[config.mk]
export PLATFORM = sky130hd
export DESIGN_NAME = itc_top
export DESIGN_NICKNAME = d
export VERILOG_FILES = /design/src/itc_pkg.sv /design/src/itc_edge_if.sv /design/src/itc_edge.sv /design/src/itc_top.sv
export SDC_FILE = /design/constraint.sdc
export NUM_CORES = 1
export LEC_CHECK = 0
export ABC_CLOCK_PERIOD_IN_PS = 6000
export BUFFER_PORTS_ARGS = -buffer_cell sky130_fd_sc_hd__buf_2
export CAP_MARGIN = 20
export CORE_MARGIN = 8
export CORE_UTILIZATION = 39
export DETAILED_ROUTE_END_ITERATION = 10
export PLACE_DENSITY = 0.62
export SYNTH_ARGS = -nofsm -noshare
export SYNTH_HDL_FRONTEND = slang
export SYNTH_SLANG_ARGS = --single-unit
[constraint.sdc]
create_clock -name clock -period 6 [get_ports clock]
set_input_delay 0.6 -clock clock [delete_from_list [all_inputs] [get_ports clock]]
set_output_delay 0.6 -clock clock [all_outputs]
set_load 0.01 [all_outputs]
[src/itc_pkg.sv]
// Overview of operation
// - Counter pulse is rise then fall; trigger gate rise
// - Mode 0 output low until zero, then high
// - Mode 0 count loads undecremented; high after N+1
// - Mode 0 first byte halts, drives low at once
// - Mode 0 gate suspends counting; loads regardless
// - Mode 1 trigger loads, output low N pulses
// - Mode 1 every trigger restarts the one-shot
// - Mode 1 new count used only on retrigger
// - Mode 2 one-pulse low at count 1, reload
// - Mode 2 gate low forces high; trigger reloads
// - Mode 2 new count waits for period end
// - Mode 3 square wave with period N
// - Mode 3 gate low forces high; trigger reloads
// - Mode 3 new count waits for half-cycle end
// - Mode 3 even counts decrement by two
// - Mode 3 odd counts use one/three then two
// - Mode 4 write starts; strobe after N+1 pulses
// - Mode 4 first byte ignored; second byte retriggers
// - Mode 5 trigger loads next pulse; strobe N+1
// - Mode 5 new count used on later trigger
// - Loads and decrements happen on falling counter edge
// - Gate sampled on rising edge; trigger captured
// - Modes 0,1,4,5 wrap past zero and continue
// - Initial count zero acts as largest count
package itc_pkg;

	localparam int CW = 16;

	typedef enum logic [2:0] {
		MODE_TERM  = 3'b000,
		MODE_ONESH = 3'b001,
		MODE_RATE  = 3'b010,
		MODE_SQUAR = 3'b011,
		MODE_SWSTB = 3'b100,
		MODE_HWSTB = 3'b101
	} itc_mode_t;

	typedef enum logic [1:0] {
		RW_LSB  = 2'b01,
		RW_MSB  = 2'b10,
		RW_BOTH = 2'b11
	} itc_rw_t;

	typedef enum logic [1:0] {
		RUN_IDLE  = 2'b00,
		RUN_LOAD  = 2'b01,
		RUN_COUNT = 2'b10
	} itc_run_t;

	localparam itc_mode_t MODE_RST  = MODE_TERM;
	localparam itc_rw_t   RW_RST    = RW_LSB;
	localparam logic      OUT_RST   = 1'b0;
	localparam logic [CW-1:0] COUNT_RST = 16'h0000;
	localparam logic [1:0] STEP_ONE   = 2'h1;
	localparam logic [1:0] STEP_TWO   = 2'h2;
	localparam logic [1:0] STEP_THREE = 2'h3;

	// Modes 6 and 7 behave as 2 and 3
	function automatic itc_mode_t itc_eff_mode(input logic [2:0] m);
		if (m[2:1] == 2'b11)
			return itc_mode_t'({1'b0, m[1:0]});
		else
			return itc_mode_t'(m);
	endfunction : itc_eff_mode

	// One step down, binary or decimal digits, wrapping past zero
	function automatic logic [CW-1:0] itc_dec1(input logic [CW-1:0] v, input logic bcd);
		logic [CW-1:0] r;
		logic          borrow;
		r = v;
		borrow = 1'b1;
		if (!bcd)
			r = v - 16'h0001;
		else
			for (int i = 0; i < 4; i++)
				if (borrow)
				begin
					if (r[4*i +: 4] == 4'h0)
						r[4*i +: 4] = 4'h9;
					else
					begin
						r[4*i +: 4] = r[4*i +: 4] - 4'h1;
						borrow = 1'b0;
					end
				end
		return r;
	endfunction : itc_dec1

	function automatic logic [CW-1:0] itc_dec(input logic [CW-1:0] v, input logic [1:0] step,
		input logic bcd);
		logic [CW-1:0] r;
		r = v;
		for (int i = 0; i < 3; i++)
			if (2'(i) < step)
				r = itc_dec1(r, bcd);
		return r;
	endfunction : itc_dec

endpackage : itc_pkg

[src/itc_edge_if.sv]
`timescale 1ns/1ps
interface itc_edge_if;
	logic clk_rise;
	logic clk_fall;
	logic gate_level;
	logic trig;

	modport src (
		output clk_rise,
		output clk_fall,
		output gate_level,
		output trig
	);

	modport dst (
		input clk_rise,
		input clk_fall,
		input gate_level,
		input trig
	);
endinterface : itc_edge_if

[src/itc_edge.sv]
`timescale 1ns/1ps
module itc_edge
	import itc_pkg::*;
(
	// System
	input  wire logic clock,
	input  wire logic rst,
	// Counter pins
	input  wire logic ctr_clk,
	input  wire logic gate,
	// Events
	itc_edge_if.src   ev
);

	logic ctr_d_reg;
	logic gate_d_reg;
	logic rise_reg;
	logic fall_reg;
	logic trig_ff_reg;
	logic trig_smp_reg;
	logic level_reg;
	logic gate_edge;

	assign gate_edge     = gate & ~gate_d_reg;
	assign ev.clk_rise   = rise_reg;
	assign ev.clk_fall   = fall_reg;
	assign ev.gate_level = level_reg;
	assign ev.trig       = trig_smp_reg;

	// Counter clock edges
	always_ff @(posedge clock)
	begin
		if (rst)
		begin
			ctr_d_reg <= 1'b0;
			rise_reg  <= 1'b0;
			fall_reg  <= 1'b0;
		end
		else
		begin
			ctr_d_reg <= ctr_clk;
			rise_reg  <= ctr_clk & ~ctr_d_reg;
			fall_reg  <= ~ctr_clk & ctr_d_reg;
		end
	end

	// Gate level and trigger capture
	always_ff @(posedge clock)
	begin
		if (rst)
		begin
			gate_d_reg   <= 1'b1;
			trig_ff_reg  <= 1'b0;
			trig_smp_reg <= 1'b0;
			level_reg    <= 1'b0;
		end
		else
		begin
			gate_d_reg <= gate;
			if (rise_reg)
			begin
				level_reg    <= gate_d_reg;
				trig_smp_reg <= trig_ff_reg | gate_edge;
				trig_ff_reg  <= 1'b0;
			end
			else
			begin
				trig_ff_reg <= trig_ff_reg | gate_edge;
				if (fall_reg)
					trig_smp_reg <= 1'b0;
			end
		end
	end

endmodule : itc_edge

[src/itc_top.sv]
`timescale 1ns/1ps
module itc_top
	import itc_pkg::*;
(
	// System
	input  wire logic                clock,
	input  wire logic                rst,
	// Counter pins
	input  wire logic                ctr_clk,
	input  wire logic                gate,
	output logic                     timer_out,
	// Mode setting
	input  wire logic                mode_wr,
	input  wire logic [2:0]          mode_sel,
	input  wire logic                bcd_sel,
	input  wire logic [1:0]          rw_sel,
	// Count bytes
	input  wire logic                count_wr,
	input  wire logic [7:0]          count_byte,
	// Status
	output logic                     null_count
);

	import itc_pkg::*;

	itc_edge_if ev ();

	itc_mode_t       mode_reg;
	itc_rw_t         rw_reg;
	logic            bcd_reg;
	logic [CW-1:0]   count_holding_latch_reg;
	logic            msb_next_reg;
	logic            halt_reg;
	logic            have_count_reg;
	itc_run_t        run_reg;
	logic [CW-1:0]   count_reg;
	logic            out_reg;
	logic            armed_reg;
	logic            null_reg;

	itc_mode_t       new_mode;
	logic            count_done;
	logic            first_byte;
	logic            trig_mode;
	logic            load_now;
	logic            reload;
	logic            dec_en;
	logic [1:0]      step;
	logic [CW-1:0]   count_next;
	logic            m3_expire;
	logic            running;

	itc_edge u_edge (
		.clock   (clock),
		.rst     (rst),
		.ctr_clk (ctr_clk),
		.gate    (gate),
		.ev      (ev.src)
	);

	assign new_mode   = itc_eff_mode(mode_sel);
	assign timer_out  = out_reg;
	assign null_count = null_reg;
	assign running    = (run_reg == RUN_COUNT);

	// Count write decoding
	always_comb
	begin
		count_done = 1'b0;
		first_byte = 1'b0;
		if (count_wr && !mode_wr)
		begin
			if (rw_reg == RW_BOTH && !msb_next_reg)
				first_byte = 1'b1;
			else
				count_done = 1'b1;
		end
	end

	// Load, reload and decrement conditions
	always_comb
	begin
		trig_mode = 1'b0;
		dec_en    = 1'b0;
		step      = STEP_ONE;
		m3_expire = 1'b0;
		case (mode_reg)
			MODE_TERM:
				dec_en = ev.gate_level && !halt_reg;
			MODE_ONESH:
			begin
				trig_mode = 1'b1;
				dec_en    = 1'b1;
			end
			MODE_RATE:
			begin
				trig_mode = 1'b1;
				dec_en    = ev.gate_level;
			end
			MODE_SQUAR:
			begin
				trig_mode = 1'b1;
				dec_en    = ev.gate_level;
				if (count_reg[0] && out_reg)
					step = STEP_ONE;
				else if (count_reg[0])
					step = STEP_THREE;
				else
					step = STEP_TWO;
				m3_expire = (count_reg == 16'h0002) ||
					(!out_reg && count_reg == 16'h0003);
			end
			MODE_SWSTB:
				dec_en = ev.gate_level;
			MODE_HWSTB:
			begin
				trig_mode = 1'b1;
				dec_en    = 1'b1;
			end
			default:
				dec_en = 1'b0;
		endcase
	end

	assign load_now = ev.clk_fall && !halt_reg &&
		((run_reg == RUN_LOAD) || (ev.trig && trig_mode && have_count_reg));
	assign reload = ev.clk_fall && running && dec_en &&
		(((mode_reg == MODE_RATE) && (count_reg == 16'h0001)) ||
		((mode_reg == MODE_SQUAR) && m3_expire));
	assign count_next = itc_dec(count_reg, step, bcd_reg);

	// Mode setting
	always_ff @(posedge clock)
	begin
		if (rst)
		begin
			mode_reg <= MODE_RST;
			rw_reg   <= RW_RST;
			bcd_reg  <= 1'b0;
		end
		else if (mode_wr)
		begin
			mode_reg <= new_mode;
			rw_reg   <= (rw_sel == 2'b00) ? RW_RST : itc_rw_t'(rw_sel);
			bcd_reg  <= bcd_sel;
		end
	end

	// Count holding latch and byte order
	always_ff @(posedge clock)
	begin
		if (rst)
		begin
			count_holding_latch_reg <= COUNT_RST;
			msb_next_reg            <= 1'b0;
		end
		else if (mode_wr)
			msb_next_reg <= 1'b0;
		else if (count_wr)
		begin
			case (rw_reg)
				RW_LSB:
					count_holding_latch_reg <= {8'h00, count_byte};
				RW_MSB:
					count_holding_latch_reg <= {count_byte, 8'h00};
				RW_BOTH:
				begin
					if (!msb_next_reg)
						count_holding_latch_reg[7:0] <= count_byte;
					else
						count_holding_latch_reg[15:8] <= count_byte;
					msb_next_reg <= ~msb_next_reg;
				end
				default:
					count_holding_latch_reg <= {8'h00, count_byte};
			endcase
		end
	end

	// Halt between bytes and count availability
	always_ff @(posedge clock)
	begin
		if (rst)
		begin
			halt_reg       <= 1'b0;
			have_count_reg <= 1'b0;
		end
		else if (mode_wr)
		begin
			halt_reg       <= 1'b0;
			have_count_reg <= 1'b0;
		end
		else
		begin
			if (first_byte && mode_reg == MODE_TERM)
				halt_reg <= 1'b1;
			else if (count_done)
				halt_reg <= 1'b0;
			if (count_done)
				have_count_reg <= 1'b1;
		end
	end

	// Run state
	always_ff @(posedge clock)
	begin
		if (rst)
			run_reg <= RUN_IDLE;
		else if (mode_wr)
			run_reg <= RUN_IDLE;
		else if (count_done)
		begin
			case (mode_reg)
				MODE_TERM, MODE_SWSTB:
					run_reg <= RUN_LOAD;
				MODE_RATE, MODE_SQUAR:
					if (run_reg == RUN_IDLE)
						run_reg <= RUN_LOAD;
				default:
					run_reg <= run_reg;
			endcase
		end
		else if (load_now)
			run_reg <= RUN_COUNT;
	end

	// Counting element
	always_ff @(posedge clock)
	begin
		if (rst)
			count_reg <= COUNT_RST;
		else if (load_now || reload)
			count_reg <= count_holding_latch_reg;
		else if (ev.clk_fall && running && dec_en)
			count_reg <= count_next;
	end

	// Single strobe per load in strobe modes
	always_ff @(posedge clock)
	begin
		if (rst)
			armed_reg <= 1'b0;
		else if (mode_wr)
			armed_reg <= 1'b0;
		else if (load_now)
			armed_reg <= 1'b1;
		else if (ev.clk_fall && running && dec_en && count_next == COUNT_RST)
			armed_reg <= 1'b0;
	end

	// Null count flag, set wins over load
	always_ff @(posedge clock)
	begin
		if (rst)
			null_reg <= 1'b1;
		else if (mode_wr || count_done)
			null_reg <= 1'b1;
		else if (load_now || reload)
			null_reg <= 1'b0;
	end

	// Output waveform
	always_ff @(posedge clock)
	begin
		if (rst)
			out_reg <= OUT_RST;
		else if (mode_wr)
			out_reg <= (new_mode != MODE_TERM);
		else if (mode_reg == MODE_TERM && (count_done || first_byte))
			out_reg <= 1'b0;
		else if ((mode_reg == MODE_RATE || mode_reg == MODE_SQUAR) && !gate)
			out_reg <= 1'b1;
		else if (ev.clk_fall)
		begin
			case (mode_reg)
				MODE_TERM:
					if (running && dec_en && count_next == COUNT_RST)
						out_reg <= 1'b1;
				MODE_ONESH:
					if (load_now)
						out_reg <= 1'b0;
					else if (running && !out_reg && count_next == COUNT_RST)
						out_reg <= 1'b1;
				MODE_RATE:
					if (load_now || reload)
						out_reg <= 1'b1;
					else if (running && dec_en && count_reg == 16'h0002)
						out_reg <= 1'b0;
				MODE_SQUAR:
					if (load_now)
						out_reg <= 1'b1;
					else if (reload)
						out_reg <= ~out_reg;
				MODE_SWSTB, MODE_HWSTB:
					if (!out_reg)
						out_reg <= 1'b1;
					else if (running && dec_en && armed_reg && !load_now &&
						count_next == COUNT_RST)
						out_reg <= 1'b0;
				default:
					out_reg <= 1'b1;
			endcase
		end
	end

endmodule : itc_top

; Yosys cells after proc, flatten, opt, wreduce, memory -nomap -nowiden
; Cells that the tools add are included.
[totals]
register_bits = 53
in_bits = 20
out_inout_bits = 2
wordCells = 246
[op_classes]
add_sub_neg = 15
magnitude_cmp = 3
eq_ne = 21
mux = 101
bitwise_logic = 10
reduce_logical = 76
[ops]
columns = operator, n
row1 = 2-to-1 mux 16 bit, 8
row2 = 2-to-1 mux 4 bit, 21
row3 = 2-to-1 mux 1 bit, 59
row4 = zero test 4 bit, 12
row5 = subtractor 16 x 1 -> 16 bit (second input constant), 3
row6 = subtractor 4 x 1 -> 4 bit (second input constant), 12
row7 = equality test 16 x 2 -> 1 bit (second input constant), 2
row8 = case mux 16 bit (2 select lines), 1
row9 = logical AND 1 bit, 26
row10 = equality test 16 x 1 -> 1 bit (second input constant), 1
row11 = zero test 16 bit, 1
row12 = 2-to-1 mux 8 bit, 2
row13 = OR reduction 2 bit, 7
row14 = 2-to-1 mux 2 bit, 6
row15 = nonzero test 2 bit, 5
row16 = AND reduction 3 bit, 3
row17 = equality test 2 bit (second input constant), 4
row18 = logical OR 1 bit, 7
row19 = equality test 3 x 2 -> 1 bit (second input constant), 2
row20 = equality test 3 bit (second input constant), 2
row21 = zero test 1 bit, 6
row22 = != test 6 x 4 -> 1 bit (second input constant), 1
row23 = != test 6 x 5 -> 1 bit (second input constant), 1
row24 = != test 6 bit (second input constant), 1
row25 = 23 further kinds, 33

; Depth between registers and ports, before layout
; Gate-level depths: netlist (run 1).
[depth]
depth_word = 49
ltp_mapped = 25
ltp_nobuf = 23

; By module
; A second synthesis (run 1) with hierarchy kept.
[hier_totals]
hier_cells = 680
area_unflattened_um2 = 4878.4
[by_module_without_submodules]
columns = module, n_inst, cells_each, area_per_inst_um2, seq_area_each_um2
row1 = itc_top, 1, 661, 4662.0, 920.9
row2 = itc_edge, 1, 19, 216.5, 140.1

; Worst setup path after synthesis (run 1)
; No wires, ideal clock.
[synth_timing]
kind = flip-flop to flip-flop
startpoint = register count_reg[0]
endpoint = register out_reg, in the netlist timer_out
setup_time_ns = 0.126
arrival_time_ns = 5.074
required_time_ns = 5.874
setup_slack_ns = 0.800
stages_incl_launch_ff = 22
path_buffers = 2
synth_period_minus_slack_ns = 5.200
path_cell_list = dfxtp_1 -> buf_2 -> inv_1 -> ha_1 -> and4bb_1 -> clkbuf_1 -> nor2_1 -> inv_1 -> ha_1 -> nand2b_1 -> a2111oi_0 -> or4b_1 -> nor4_4 -> xor2_2 -> nor3b_2 -> nand3_1 -> or4_1 -> a211o_1 -> xnor2_2 -> nor4_1 -> mux2i_1 -> o211ai_2
[synth_between]
elab_chain_cells = 32
word_cells_on_any_way = 112
classes_between = 12 x add/sub / 3 x order compare / 7 x eq/ne / 67 x mux / 23 x reduce/logical
[synth_rtl]
columns = item, line_no
row1 = start: declaration, itc_top.sv:36  ; logic [CW-1:0] count_reg;
row2 = start signal: assignment, itc_top.sv:233  ; count_reg <= count_holding_latch_reg;
row3 = start signal: assignment, itc_top.sv:235  ; count_reg <= count_next;
row4 = "parallel branches: the longest is 32 deep, another holds 2-to-1 mux 16 bit", n/a
row5 = end signal: assignment, itc_top.sv:268  ; out_reg <= (new_mode != MODE_TERM);
row6 = end signal: assignment, itc_top.sv:293  ; out_reg <= ~out_reg;
row7 = end: declaration, itc_top.sv:37  ; logic out_reg;
; Several ways; the timed one is not identified. The select of a mux whose other input is x is not followed.
; A chain may end at the register's enable or synchronous reset.

; Worst setup path in the final report (run 1)
[layout_timing]
startpoint = register count_reg[1]
endpoint = register out_reg, in the netlist timer_out
[layout_between]
elab_chain_cells = 32
word_cells_on_any_way = 105
classes_between = 12 x add/sub / 7 x eq/ne / 64 x mux / 22 x reduce/logical
[layout_rtl]
columns = item
row1 = "parallel branches: the longest is 32 deep, another holds 2-to-1 mux 16 bit"
; Several ways; the timed one is not identified. The select of a mux whose other input is x is not followed.

==> insert_results.sql, run 1 <==
INSERT INTO impl_metrics (metric_group, metric, value, unit) VALUES
('status', 'outcome', 'finished clean', ''),
('cells_and_area', 'area_of_all_sequential_standard_cells', '0.00106', 'mm²'),
('logic_synthesis', 'synth_fp_nets', '679', ''),
('floorplan', 'design.die.area', '0.0158', 'mm²'),
('logic_synthesis', 'post-synth-top-area-fraction', '0.225', ''),
('logic_synthesis', 'most_used_flip_flop_cell_after_synthesis', 'dfxtp_1', ''),
('cells_and_area', 'insertedDiodeCount', '0', ''),
('clock_tree', 'cts-htree-levels', '2', ''),
('timing', 'setup_viol', '0', ''),
('drt', 'routed_wire_length_per_instance', '18.4', 'µm'),
('placement', 'postPlaceCellArea', '0.00497', 'mm²'),
('logic_synthesis', 'yosys.cell_types.count', '87', ''),
('critical_path', 'cell_chain_of_the_critical_path', 'inv_1 > ha_1 > nand4bb_1 > nand2_1 > inv_1 > ha_1 > nand2b_1 > a2111oi_0 > or4b_1 > o21ai_1 > o21ai_2 > a211oi_2 > o2111ai_1 > o41ai_1 > o21ai_1 > or4_4 > nor4_1 > mux2i_1 > o211ai_2', ''),
('timing', 'finalCriticalPeriod', '5630', 'ps'),
('critical_path', 'critPathSlowestCell', 'a2111oi_0', ''),
('global_routing', 'grt_pass1_wl', '24.0', 'mm'),
('critical_path', 'worstPathArrival', '5800', 'ps'),
('clock_tree', 'numClockSinks', '53', ''),
('critical_path', 'critical_path.endpoint_type', 'register', ''),
('cells_and_area', 'multiInputGateArea', '0.00342', 'mm²'),
('timing', 'finalMaxSlewViolations', '0', ''),
('cells_and_area', 'syn_to_final_growth', '8.91', '%'),
('timing', 'final_min_period_over_clock_period', '0.938', ''),
('flow_run', 'max_cap_viol_count', '0', ''),
('logic_synthesis', 'ys_warn_count', '0', ''),
('min_path', 'min_path_type', 'reg2reg', ''),
('drt', 'route.detailed.drc', '0', ''),
('logic_synthesis', 'synth.yosys.seq_area_share', '0.225', ''),
('drt', 'antenna_violating_nets_post_route', '0', ''),
('logic_synthesis', 'postSynthRegisterBits', '53', ''),
('floorplan', 'start_util', '0.395', ''),
('critical_path', 'critical_path.max_stage_delay', '650', 'ps'),
('critical_path', 'critical_path.startpoint_type', 'register', ''),
('power', 'vdd_drop_max', '0.143', 'mV'),
('floorplan', 'fp-row-count', '40', ''),
('logic_synthesis', 'netlist.top_cell.by_area', 'dfxtp_1', ''),
('power', 'leakage_dissipation', '1.84', 'nW'),
('clock_tree', 'clockRootBuffer', 'clkbuf_16', ''),
('drt', 'drt_first_pass_iters', '5', ''),
('global_routing', 'number_of_antenna_violations_at_the_first_check_in_global_routing', '1', ''),
('placement', 'gp_routability_congestion', '0.923', ''),
('clock_tree', 'path_clk_slew', '70', 'ps'),
('logic_synthesis', 'ys_top_cells_by_count', '77 x nor2_1, 67 x nand2_1, 53 x a21oi_1, 53 x dfxtp_1, 33 x nand3_1', ''),
('global_routing', 'grt_pass1_vias', '4633', ''),
('floorplan', 'floorplan.core_area', '0.0119', 'mm²'),
('critical_path', 'timing.critical_path.required', '6180', 'ps'),
('critical_path', 'crit_path_start', 'count_reg[1]', ''),
('logic_synthesis', 'post_synth_inst_count', '649', ''),
('logic_synthesis', 'synth.cell_area', '0.00471', 'mm²'),
('global_routing', 'grt_overflow', '0', ''),
('critical_path', 'r2r-start', 'count_reg[1]', ''),
('placement', 'port_buffer_cells', '21', ''),
('clock_tree', 'cts_setup_buffers', '0', ''),
('logic_synthesis', 'synth_enable_flop_cells', '0', ''),
('floorplan', 'io-pin-count', '22', ''),
('logic_synthesis', 'post_synth.cell_area_avg', '7.25', 'µm²'),
('drt', 'routed_via_density', '6.18', ''),
('drt', 'drt_iter0_drc', '440', ''),
('floorplan', 'die_height', '126', 'µm'),
('drt', 'routed-via-count', '4971', ''),
('clock_tree', 'tritoncts', 'yes', ''),
('placement', 'place.detailed.hpwl', '11.7', 'mm'),
('timing', 'finalClockSkew', '5.64', 'ps'),
('drt', 'wirelength', '14.8', 'mm'),
('global_routing', 'pin_count_of_the_biggest_net_entering_global_routing', '45', ''),
('cells_and_area', 'final_net_count', '686', ''),
('cells_and_area', 'final_core_util', '0.430', ''),
('cells_and_area', 'layout-drive-gt1-share', '0.126', ''),
('timing', 'fmax', '178', 'MHz'),
('critical_path', 'path_max_fanout', '9', ''),
('global_routing', 'grt_usage', '0.182', '');
[worst paths after layout]
check                  endpoint  cells past startpoint  slack (ps)
max                   timer_out                     19         370
min          u_edge.ev.clk_rise                      1         410
max reg2reg           timer_out                     19         370
min reg2reg  u_edge.ev.clk_rise                      1         410
[area by class of cell]
class | instances | share of cell area
Timing Repair Buffer | 38 | 0.0454
Tap cell | 147 | 0.0359
Inverter | 18 | 0.0132
Sequential cell | 53 | 0.207
Multi-Input combinational cell | 540 | 0.668
Clock inverter | 2 | 0.00342
Clock buffer | 6 | 0.0271
[cell families after synthesis]
kind of cell / after synthesis / share of synthesized area
and+or+nand+nor: 319 / 0.368
AOI/OAI and AO/OA: 171 / 0.246
buffers and inverters: 56 / 0.0471
DFF: 53 / 0.225
muxes: 22 / 0.0500
xor gates and xnor gates: 18 / 0.0367
adders and majority gates: 10 / 0.0266
[critical path: cells and delay by family, from the launching register on]
family / cells / cell delay (ps)
compound gates: 8 / 2100
simple gates: 6 / 1900
fa+ha+maj: 2 / 520
flops: 1 / 470
mux: 1 / 270
buf+inv: 2 / 250
[per-stage QoR]
stage | hold slack [ps] | power, mW | setup WS [ps] | std cells
floorplan | 383 | 0.494 | 800 | 649
global placement | 387 | 0.539 | 704 | 796
detailed placement | 401 | 0.542 | 503 | 796
CTS | 411 | 0.846 | 493 | 804
global route | 426 | 0.876 | 34.0 | 804
finish | 410 | 0.842 | 374 | 804
[power by group]
group | internal [mW] | leakage (nW) | switching [mW]
Combinational | 0.0608 | 1.33 | 0.102
Sequential | 0.361 | 0.431 | 0.0129
Clock | 0.169 | 0.0775 | 0.136
Total | 0.591 | 1.84 | 0.251
[cells in the final DEF (no fill, tap or decap), types with 5 or more instances in the layout]
master,n
nand4_1,8
or3_1,12
mux2_2,5
a211oi_1,12
o31ai_1,6
xor2_1,5
nor3b_1,5
nor2b_1,7
nand2_1,67
mux2i_1,15
clkbuf_16,5
a311oi_1,6
a21oi_1,53
dfxtp_1,53
o21ai_1,6
and3_1,5
nand3_1,33
and2_1,7
nor2_1,77
ha_1,10
inv_1,17
o21ai_0,22
buf_4,17
buf_2,21
nand2b_1,11
nor3_1,26
nor4_1,12
nor4b_1,6
o21a_1,6
xnor2_1,11
o211ai_1,9
[per-layer routing]
layer / up-vias / track usage / wire [µm]
met2: 185 / 0.293 / 6780
li1: 2434 / - / -
met3: 25 / 0.0203 / 938
met1: 2325 / 0.249 / 6800
met4: 2 / 0.0552 / 280
met5: - / 0 / 9
No activity file was read; power rests on OpenSTA's default activity.
==> inputs of run 2 (changes only) <==
--- a/config.mk
+++ b/config.mk
@@ -5,6 +5,7 @@
 export SDC_FILE = /design/constraint.sdc
 export NUM_CORES = 1
 export LEC_CHECK = 0
+export ABC_AREA = 1
 export ABC_CLOCK_PERIOD_IN_PS = 6000
 export BUFFER_PORTS_ARGS = -buffer_cell sky130_fd_sc_hd__buf_2
 export CAP_MARGIN = 20
==> insert_results.sql, run 2 <==
INSERT INTO impl_metrics (metric_group, metric, value, unit) VALUES
('status', 'outcome', 'finished clean', ''),
('drt', 'wirelength', '14.9', 'mm'),
('logic_synthesis', 'most_used_flip_flop_cell_after_synthesis', 'dfxtp_1', ''),
('timing', 'rsz0062_at_grt', 'no', ''),
('global_routing', 'number_of_antenna_violations_at_the_first_check_in_global_routing', '0', ''),
('min_path', 'min_path_type', 'reg2reg', ''),
('min_path', 'min_from', 'u_edge.ctr_d_reg', ''),
('cells_and_area', 'final_core_util', '0.429', ''),
('timing', 'finalCriticalPeriod', '4170', 'ps'),
('logic_synthesis', 'post-synth-top-area-fraction', '0.211', ''),
('logic_synthesis', 'synth_area_leaders', 'dfxtp_1 21%, nand2_1 19%, nand3_1 9.8%', ''),
('drt', 'routed-via-count', '5392', ''),
('clock_tree', 'clockRootBuffer', 'clkbuf_16', ''),
('drt', 'routed_wire_length_per_instance', '14.2', 'µm'),
('drt', 'antenna_violating_nets_post_route', '0', ''),
('drt', 'drt_first_pass_iters', '6', ''),
('critical_path', 'crit_top_cell', 'nand2_1', ''),
('drt', 'route.detailed.drc', '0', ''),
('placement', 'place.detailed.hpwl', '11.7', 'mm'),
('cells_and_area', 'final.fill_count', '1449', ''),
('logic_synthesis', 'synth_enable_flop_cells', '0', ''),
('timing', 'worst_slew_pin_slew', '759', 'ps'),
('cells_and_area', 'layout-drive-gt1-share', '0.124', ''),
('clock_tree', 'numClockSinks', '53', ''),
('power', 'p_seq_frac', '0.438', ''),
('logic_synthesis', 'ys_top_cells_by_count', '250 x nand2_1, 110 x inv_1, 98 x nand3_1', ''),
('logic_synthesis', 'postSynthRegisterBits', '53', ''),
('power', 'leakage_dissipation', '2.49', 'nW'),
('floorplan', 'die_width', '129', 'µm'),
('floorplan', 'floorplan.core_area', '0.0126', 'mm²'),
('placement', 'gp_routability_congestion', '0.903', ''),
('clock_tree', 'path_clk_slew', '70', 'ps'),
('power', 'p_clk_frac', '0.338', ''),
('drt', 'routed_via_density', '5.15', ''),
('timing', 'fmax', '240', 'MHz'),
('cells_and_area', 'layout.cells.most_common_list', '250 x nand2_1, 110 x inv_1, 98 x nand3_1', ''),
('critical_path', 'r2r-start', 'count_reg[0]', ''),
('power', 'swShare', '0.327', ''),
('power', 'power_per_cell_area', '158', 'mW/mm²'),
('critical_path', 'critical_path.endpoint_type', 'register', ''),
('floorplan', 'io-pin-count', '22', ''),
('logic_synthesis', 'post_synth_inst_count', '867', ''),
('flow_run', 'max_cap_viol_count', '0', ''),
('clock_tree', 'tritoncts', 'yes', ''),
('floorplan', 'start_util', '0.398', ''),
('cells_and_area', 'layout.cells.most_common', 'nand2_1', ''),
('clock_tree', 'insertion_delay', '300', 'ps'),
('clock_tree', 'cts_setup_buffers', '0', ''),
('power', 'comb_power_share', '0.223', ''),
('global_routing', 'pin_count_of_the_biggest_net_entering_global_routing', '39', ''),
('power', 'power.net_switching', '280', 'µW'),
('drt', 'drt_iter0_drc', '538', ''),
('logic_synthesis', 'synth_async_sr_flop_share', '0', ''),
('critical_path', 'critical_path.max_stage_delay', '450', 'ps'),
('timing', 'fin_tns_setup', '0', 'ps'),
('logic_synthesis', 'synth.yosys.seq_area_share', '0.211', ''),
('floorplan', 'die_height', '129', 'µm'),
('global_routing', 'grt_pass1_vias', '5088', ''),
('global_routing', 'grt_usage', '0.185', ''),
('power', 'cellInternalPower', '575', 'µW'),
('clock_tree', 'post_cts_resized', '0', ''),
('logic_synthesis', 'ys_warn_count', '0', ''),
('timing', 'hold_violations', '0', ''),
('cells_and_area', 'insertedDiodeCount', '0', ''),
('critical_path', 'crit_path_start', 'count_reg[0]', ''),
('critical_path', 'timing.critical_path.required', '6190', 'ps'),
('critical_path', 'critPathKind', 'reg2reg', ''),
('logic_synthesis', 'yosys.cell_count.top_type', 'nand2_1', ''),
('logic_synthesis', 'synth_fp_nets', '897', ''),
('timing', 'final_min_period_over_clock_period', '0.695', ''),
('timing', 'max_slew_margin_vs_limit', '0.494', ''),
('logic_synthesis', 'netlist.top_cell.by_area', 'dfxtp_1', ''),
('floorplan', 'design.die.area', '0.0168', 'mm²'),
('clock_tree', 'cts.hold.buffers_added', '0', ''),
('timing', 'finalMaxSlewViolations', '0', ''),
('clock_tree', 'cts_max_path_bufs', '2', ''),
('logic_synthesis', 'post_synth.cell_area_avg', '5.79', 'µm²'),
('critical_path', 'critical_path.startpoint_type', 'register', ''),
('logic_synthesis', 'yosys.cell_types.count', '46', ''),
('power', 'vdd_drop_max', '0.112', 'mV'),
('cells_and_area', 'syn_to_final_growth', '7.72', '%'),
('timing', 'setup_viol', '0', ''),
('global_routing', 'grt_overflow', '0', ''),
('critical_path', 'worstPathArrival', '4360', 'ps'),
('cells_and_area', 'final_net_count', '906', ''),
('critical_path', 'path_max_fanout', '8', ''),
('placement', 'port_buffer_cells', '21', ''),
('timing', 'finalClockSkew', '7.32', 'ps'),
('clock_tree', 'cts_inserted_buffers', '5', ''),
('logic_synthesis', 'synth.cell_area', '0.00502', 'mm²'),
('clock_tree', 'cts-htree-levels', '2', ''),
('floorplan', 'fp-row-count', '41', ''),
('critical_path', 'critPathSlowestCell', 'dfxtp_1', ''),
('global_routing', 'grt_pass1_wl', '25.3', 'mm');
[run 2: cell types whose count changed after synthesis, moves of 11 or more]
| cell | previous run | this run |
|---|---|---|
| clkbuf_1 | 29 | 11 |
| inv_1 | 17 | 110 |
| mux2i_1 | 15 | 0 |
| nand2_1 | 67 | 250 |
| nand2_2 | 0 | 14 |
| nand2b_1 | 11 | 0 |
| nand3_1 | 33 | 98 |
| nand4_1 | 8 | 20 |
| nor2_2 | 0 | 16 |
| nor3_1 | 26 | 7 |
| nor4_1 | 12 | 1 |
| o21ai_0 | 22 | 35 |
| or3_1 | 12 | 0 |
[run 2: per-layer routing]
layer	up-vias	part of all wire	global-route usage	wire (µm)
li1	2830	-	-	-
met1	2395	0.47	0.255	6940
met2	149	0.45	0.295	6710
met3	18	0.070	0.0296	1050
met4	0	0.015	0.0464	219
met5	-	0	0	0
[run 2: cell families after synthesis]
kind of cell | after synthesis | share of synthesized area
AO/OA/AOI/OAI | 128 | 0.148
AND/OR/NAND/NOR | 528 | 0.497
buffers and inverters | 144 | 0.112
adder cells (fa/ha/maj) | 10 | 0.0249
flip-flops | 53 | 0.211
XOR/XNOR | 4 | 0.00698
[run 2: path summary, 6_finish.rpt]
check,end,slack (ps),cells after the start
max,timer_out,1830,35
min,u_edge.ev.clk_rise,420,1
max reg2reg,timer_out,1830,35
min reg2reg,u_edge.ev.clk_rise,420,1
[run 2: power by group through the flow]
| stage | clock network [mW] | logic [mW] | registers [mW] |
|---|---|---|---|
| 2_1_floorplan | 0 | 0.144 | 0.378 |
| 3_3_place_gp | 0 | 0.189 | 0.383 |
| 3_5_place_dp | 0 | 0.189 | 0.383 |
| 4_1_cts | 0.296 | 0.190 | 0.375 |
| 5_1_grt | 0.310 | 0.217 | 0.376 |
| 6_report | 0.289 | 0.191 | 0.375 |
[run 2: layout make-up]
class / instances / area (µm²) / area share
clock buffers: 5 / 125 / 0.0231
clock inverters: 2 / 16.3 / 0.00301
inverters: 120 / 450 / 0.0833
multi-input cells: 670 / 3400 / 0.628
flip-flops and latches: 53 / 1060 / 0.196
well taps: 172 / 215 / 0.0398
repair buffers: 26 / 143 / 0.0264
[run 2: worst max-delay path: cells and delay by family (launching register included)]
kind	cells	cell delay (ps)
adder cells (fa/ha/maj)	3	710
buffers and inverters	8	540
flip-flops	1	450
AND/OR/NAND/NOR	24	2360
[run 2: metrics by stage]
step	worst slack [ps]	std cells	hold WS, ps	power, mW	cell area (µm²)
after global placement	1980	1041	404	0.572	5270
after global routing	1270	1048	457	0.903	5410
after floorplan	2320	867	398	0.522	5020
after CTS	1850	1048	423	0.861	5410
final	1830	1048	419	0.855	5410
after detailed placement	1880	1041	412	0.572	5270
==> inputs of run 3 (changes only) <==
--- a/config.mk
+++ b/config.mk
@@ -5,14 +5,14 @@
 export SDC_FILE = /design/constraint.sdc
 export NUM_CORES = 1
 export LEC_CHECK = 0
-export ABC_AREA = 1
-export ABC_CLOCK_PERIOD_IN_PS = 6000
+export ABC_AREA = 0
+export ABC_CLOCK_PERIOD_IN_PS = 3800
 export BUFFER_PORTS_ARGS = -buffer_cell sky130_fd_sc_hd__buf_2
 export CAP_MARGIN = 20
 export CORE_MARGIN = 8
 export CORE_UTILIZATION = 39
 export DETAILED_ROUTE_END_ITERATION = 10
-export PLACE_DENSITY = 0.62
+export PLACE_DENSITY = 0.64
 export SYNTH_ARGS = -nofsm -noshare
 export SYNTH_HDL_FRONTEND = slang
 export SYNTH_SLANG_ARGS = --single-unit
==> constraint.sdc (replaced) <==
create_clock -name clock -period 3.8 [get_ports clock]
set_input_delay 0.38 -clock clock [delete_from_list [all_inputs] [get_ports clock]]
set_output_delay 0.38 -clock clock [all_outputs]
set_load 0.01 [all_outputs]
==> insert_results.sql, run 3 (same netlist as run 1, synthesis figures left out) <==
INSERT INTO impl_metrics (metric_group, metric, value, unit) VALUES
('global_routing', 'grt_usage', '0.214', ''),
('timing', 'finalClockSkew', '5.87', 'ps'),
('drt', 'wirelength', '17.9', 'mm'),
('cells_and_area', 'final-instance-count-excl-fill', '974', ''),
('power', 'vdd_drop_max', '0.235', 'mV'),
('drt', 'routed_wire_length_per_instance', '18.4', 'µm'),
('floorplan', 'fp-row-count', '40', ''),
('cells_and_area', 'syn_to_final_growth', '46.1', '%'),
('placement', 'place.detailed.instances', '957', ''),
('flow_run', 'max_cap_viol_count', '0', ''),
('drt', 'drt_first_pass_iters', '5', ''),
('drt', 'drt_iter0_drc', '469', ''),
('timing', 'finalMaxSlewViolations', '0', ''),
('timing', 'fin_tns_setup', '-3800', 'ps'),
('timing', 'worst_slew_pin_slew', '844', 'ps'),
('global_routing', 'number_of_antenna_violations_at_the_first_check_in_global_routing', '0', ''),
('clock_tree', 'numClockSinks', '53', ''),
('floorplan', 'start_util', '0.395', ''),
('clock_tree', 'cts_inserted_buffers', '5', ''),
('min_path', 'hold_depth', '2', ''),
('critical_path', 'worstPathArrival', '4860', 'ps'),
('timing', 'fmax', '216', 'MHz'),
('global_routing', 'grt_pass1_vias', '5706', ''),
('drt', 'routed_via_density', '5.95', ''),
('status', 'outcome', 'finished, violations left', ''),
('critical_path', 'timing.critical_path.required', '4020', 'ps'),
('cells_and_area', 'final_net_count', '856', ''),
('floorplan', 'io-pin-count', '22', ''),
('critical_path', 'critPathKind', 'reg2reg', ''),
('power', 'fin_total_pwr', '1.51', 'mW'),
('min_path', 'min_path_type', 'in2reg', ''),
('power', 'power_per_cell_area', '219', 'mW/mm²'),
('global_routing', 'pin_count_of_the_biggest_net_entering_global_routing', '45', ''),
('cells_and_area', 'layout.cell_area.non_filler', '0.00687', 'mm²'),
('cells_and_area', 'area_of_all_sequential_standard_cells', '0.00106', 'mm²'),
('drt', 'route.detailed.drc', '0', ''),
('placement', 'gp_routability_congestion', '0.924', ''),
('clock_tree', 'tritoncts', 'yes', ''),
('drt', 'routed-via-count', '5791', ''),
('cells_and_area', 'layout-drive-gt1-share', '0.375', ''),
('timing', 'hold_violations', '0', ''),
('clock_tree', 'clockRootBuffer', 'clkbuf_16', ''),
('clock_tree', 'cts_max_path_bufs', '2', ''),
('clock_tree', 'insertion_delay', '290', 'ps'),
('floorplan', 'die_height', '126', 'µm'),
('timing', 'final_min_period_over_clock_period', '1.22', ''),
('placement', 'port_buffer_cells', '21', ''),
('placement', 'post-place-ws', '-1020', 'ps'),
('critical_path', 'timing.reg2reg.worst_path_depth', '20', ''),
('cells_and_area', 'layout.cells.most_common', 'buf_4', ''),
('global_routing', 'grt_overflow', '0', ''),
('critical_path', 'path_max_fanout', '6', ''),
('cells_and_area', 'insertedDiodeCount', '0', ''),
('floorplan', 'floorplan.core_area', '0.0119', 'mm²'),
('placement', 'place.detailed.hpwl', '13.6', 'mm'),
('placement', 'postPlaceCellArea', '0.00632', 'mm²'),
('floorplan', 'die_width', '126', 'µm'),
('timing', 'max_slew_margin_vs_limit', '0.438', ''),
('critical_path', 'r2r-start', 'count_reg[0]', ''),
('cells_and_area', 'layout.cells.most_common_list', '184 x buf_4, 73 x nor2_1, 65 x nand2_1', ''),
('floorplan', 'design.die.area', '0.0158', 'mm²'),
('status', 'violations', 'negative setup slack', ''),
('timing', 'setup_ws', '-839', 'ps'),
('critical_path', 'r2r_setup_slack', '-840', 'ps'),
('drt', 'antenna_violating_nets_post_route', '0', ''),
('critical_path', 'worstReg2RegEnd', 'timer_out', ''),
('cells_and_area', 'final.fill_count', '1068', ''),
('min_path', 'hold_path_end', 'u_edge.ev.clk_fall', ''),
('clock_tree', 'cts-htree-levels', '2', ''),
('min_path', 'min_from', 'ctr_clk', ''),
('timing', 'rsz0062_at_grt', 'yes', ''),
('timing', 'finalCriticalPeriod', '4640', 'ps'),
('clock_tree', 'path_clk_slew', '70', 'ps'),
('power', 'leakage_dissipation', '2.79', 'nW'),
('critical_path', 'critical_path.endpoint_type', 'register', ''),
('global_routing', 'grt_pass1_wl', '28.1', 'mm'),
('critical_path', 'critical_path.startpoint_type', 'register', ''),
('cells_and_area', 'multiInputGateArea', '0.00384', 'mm²'),
('timing', 'setup_viol', '9', '');
## run 3: stage by stage
step,hold slack (ps),util
CTS,259,0.562
global route,257,0.577
detailed placement,405,0.530
global placement,390,0.530
floorplan,383,-
finish,258,0.577
## run 3: what timing repair did
action | 4_1_cts | 5_1_grt
hold buffers | 0 | 0
buffers inserted | 8 | 3
pin swaps | 9 | 10
setup endpoints to repair | 9 | 12
gates resized for setup | 33 | 30
## run 3: critical path, cell delays in order (launching register included)
cell	delay (ps)
dfxtp_4	370
inv_4	70
ha_4	170
and4bb_2	280
nor2_4	50
inv_2	100
ha_4	160
nand2b_4	60
a2111oi_4	350
or4b_4	540
o21ai_2	210
o211ai_1	120
nor4_1	220
buf_4	180
nand4_1	140
nor4b_2	270
a211oi_1	130
or4_1	560
nor4_4	240
o221ai_2	180
o211ai_2	180
## run 3: layer usage
layer | vias up | global-route usage | routed length, µm
li1 | 2768 | - | -
met1 | 2777 | 0.268 | 7740
met2 | 198 | 0.366 | 8630
met3 | 48 | 0.0283 | 965
met4 | 0 | 0.0821 | 550
met5 | - | 0 | 0
## run 3: layout make-up
cell class              count  share of cell area
repair buffers            208               0.224
well taps                 147              0.0268
clock buffers               5              0.0182
flip-flops and latches     53               0.155
inverters                  18              0.0102
clock inverters             3             0.00710
multi-input cells         540               0.559
## run 3: how the worst max path moves through the flow
stage / start / cells after the start / endpoint
after CTS: count_reg[0] / 19 / armed_reg
final: count_reg[0] / 20 / timer_out
after detailed placement: count_reg[0] / 16 / timer_out
after floorplan: count_reg[0] / 21 / armed_reg
after global routing: count_reg[0] / 20 / timer_out
after global placement: count_reg[0] / 16 / armed_reg
## run 3: report_power, final
part           total, mW  switching (mW)  internal, mW
Combinational      0.396           0.221         0.175
Sequential         0.583          0.0135         0.570
Clock              0.528           0.212         0.315
Total               1.51           0.447          1.06
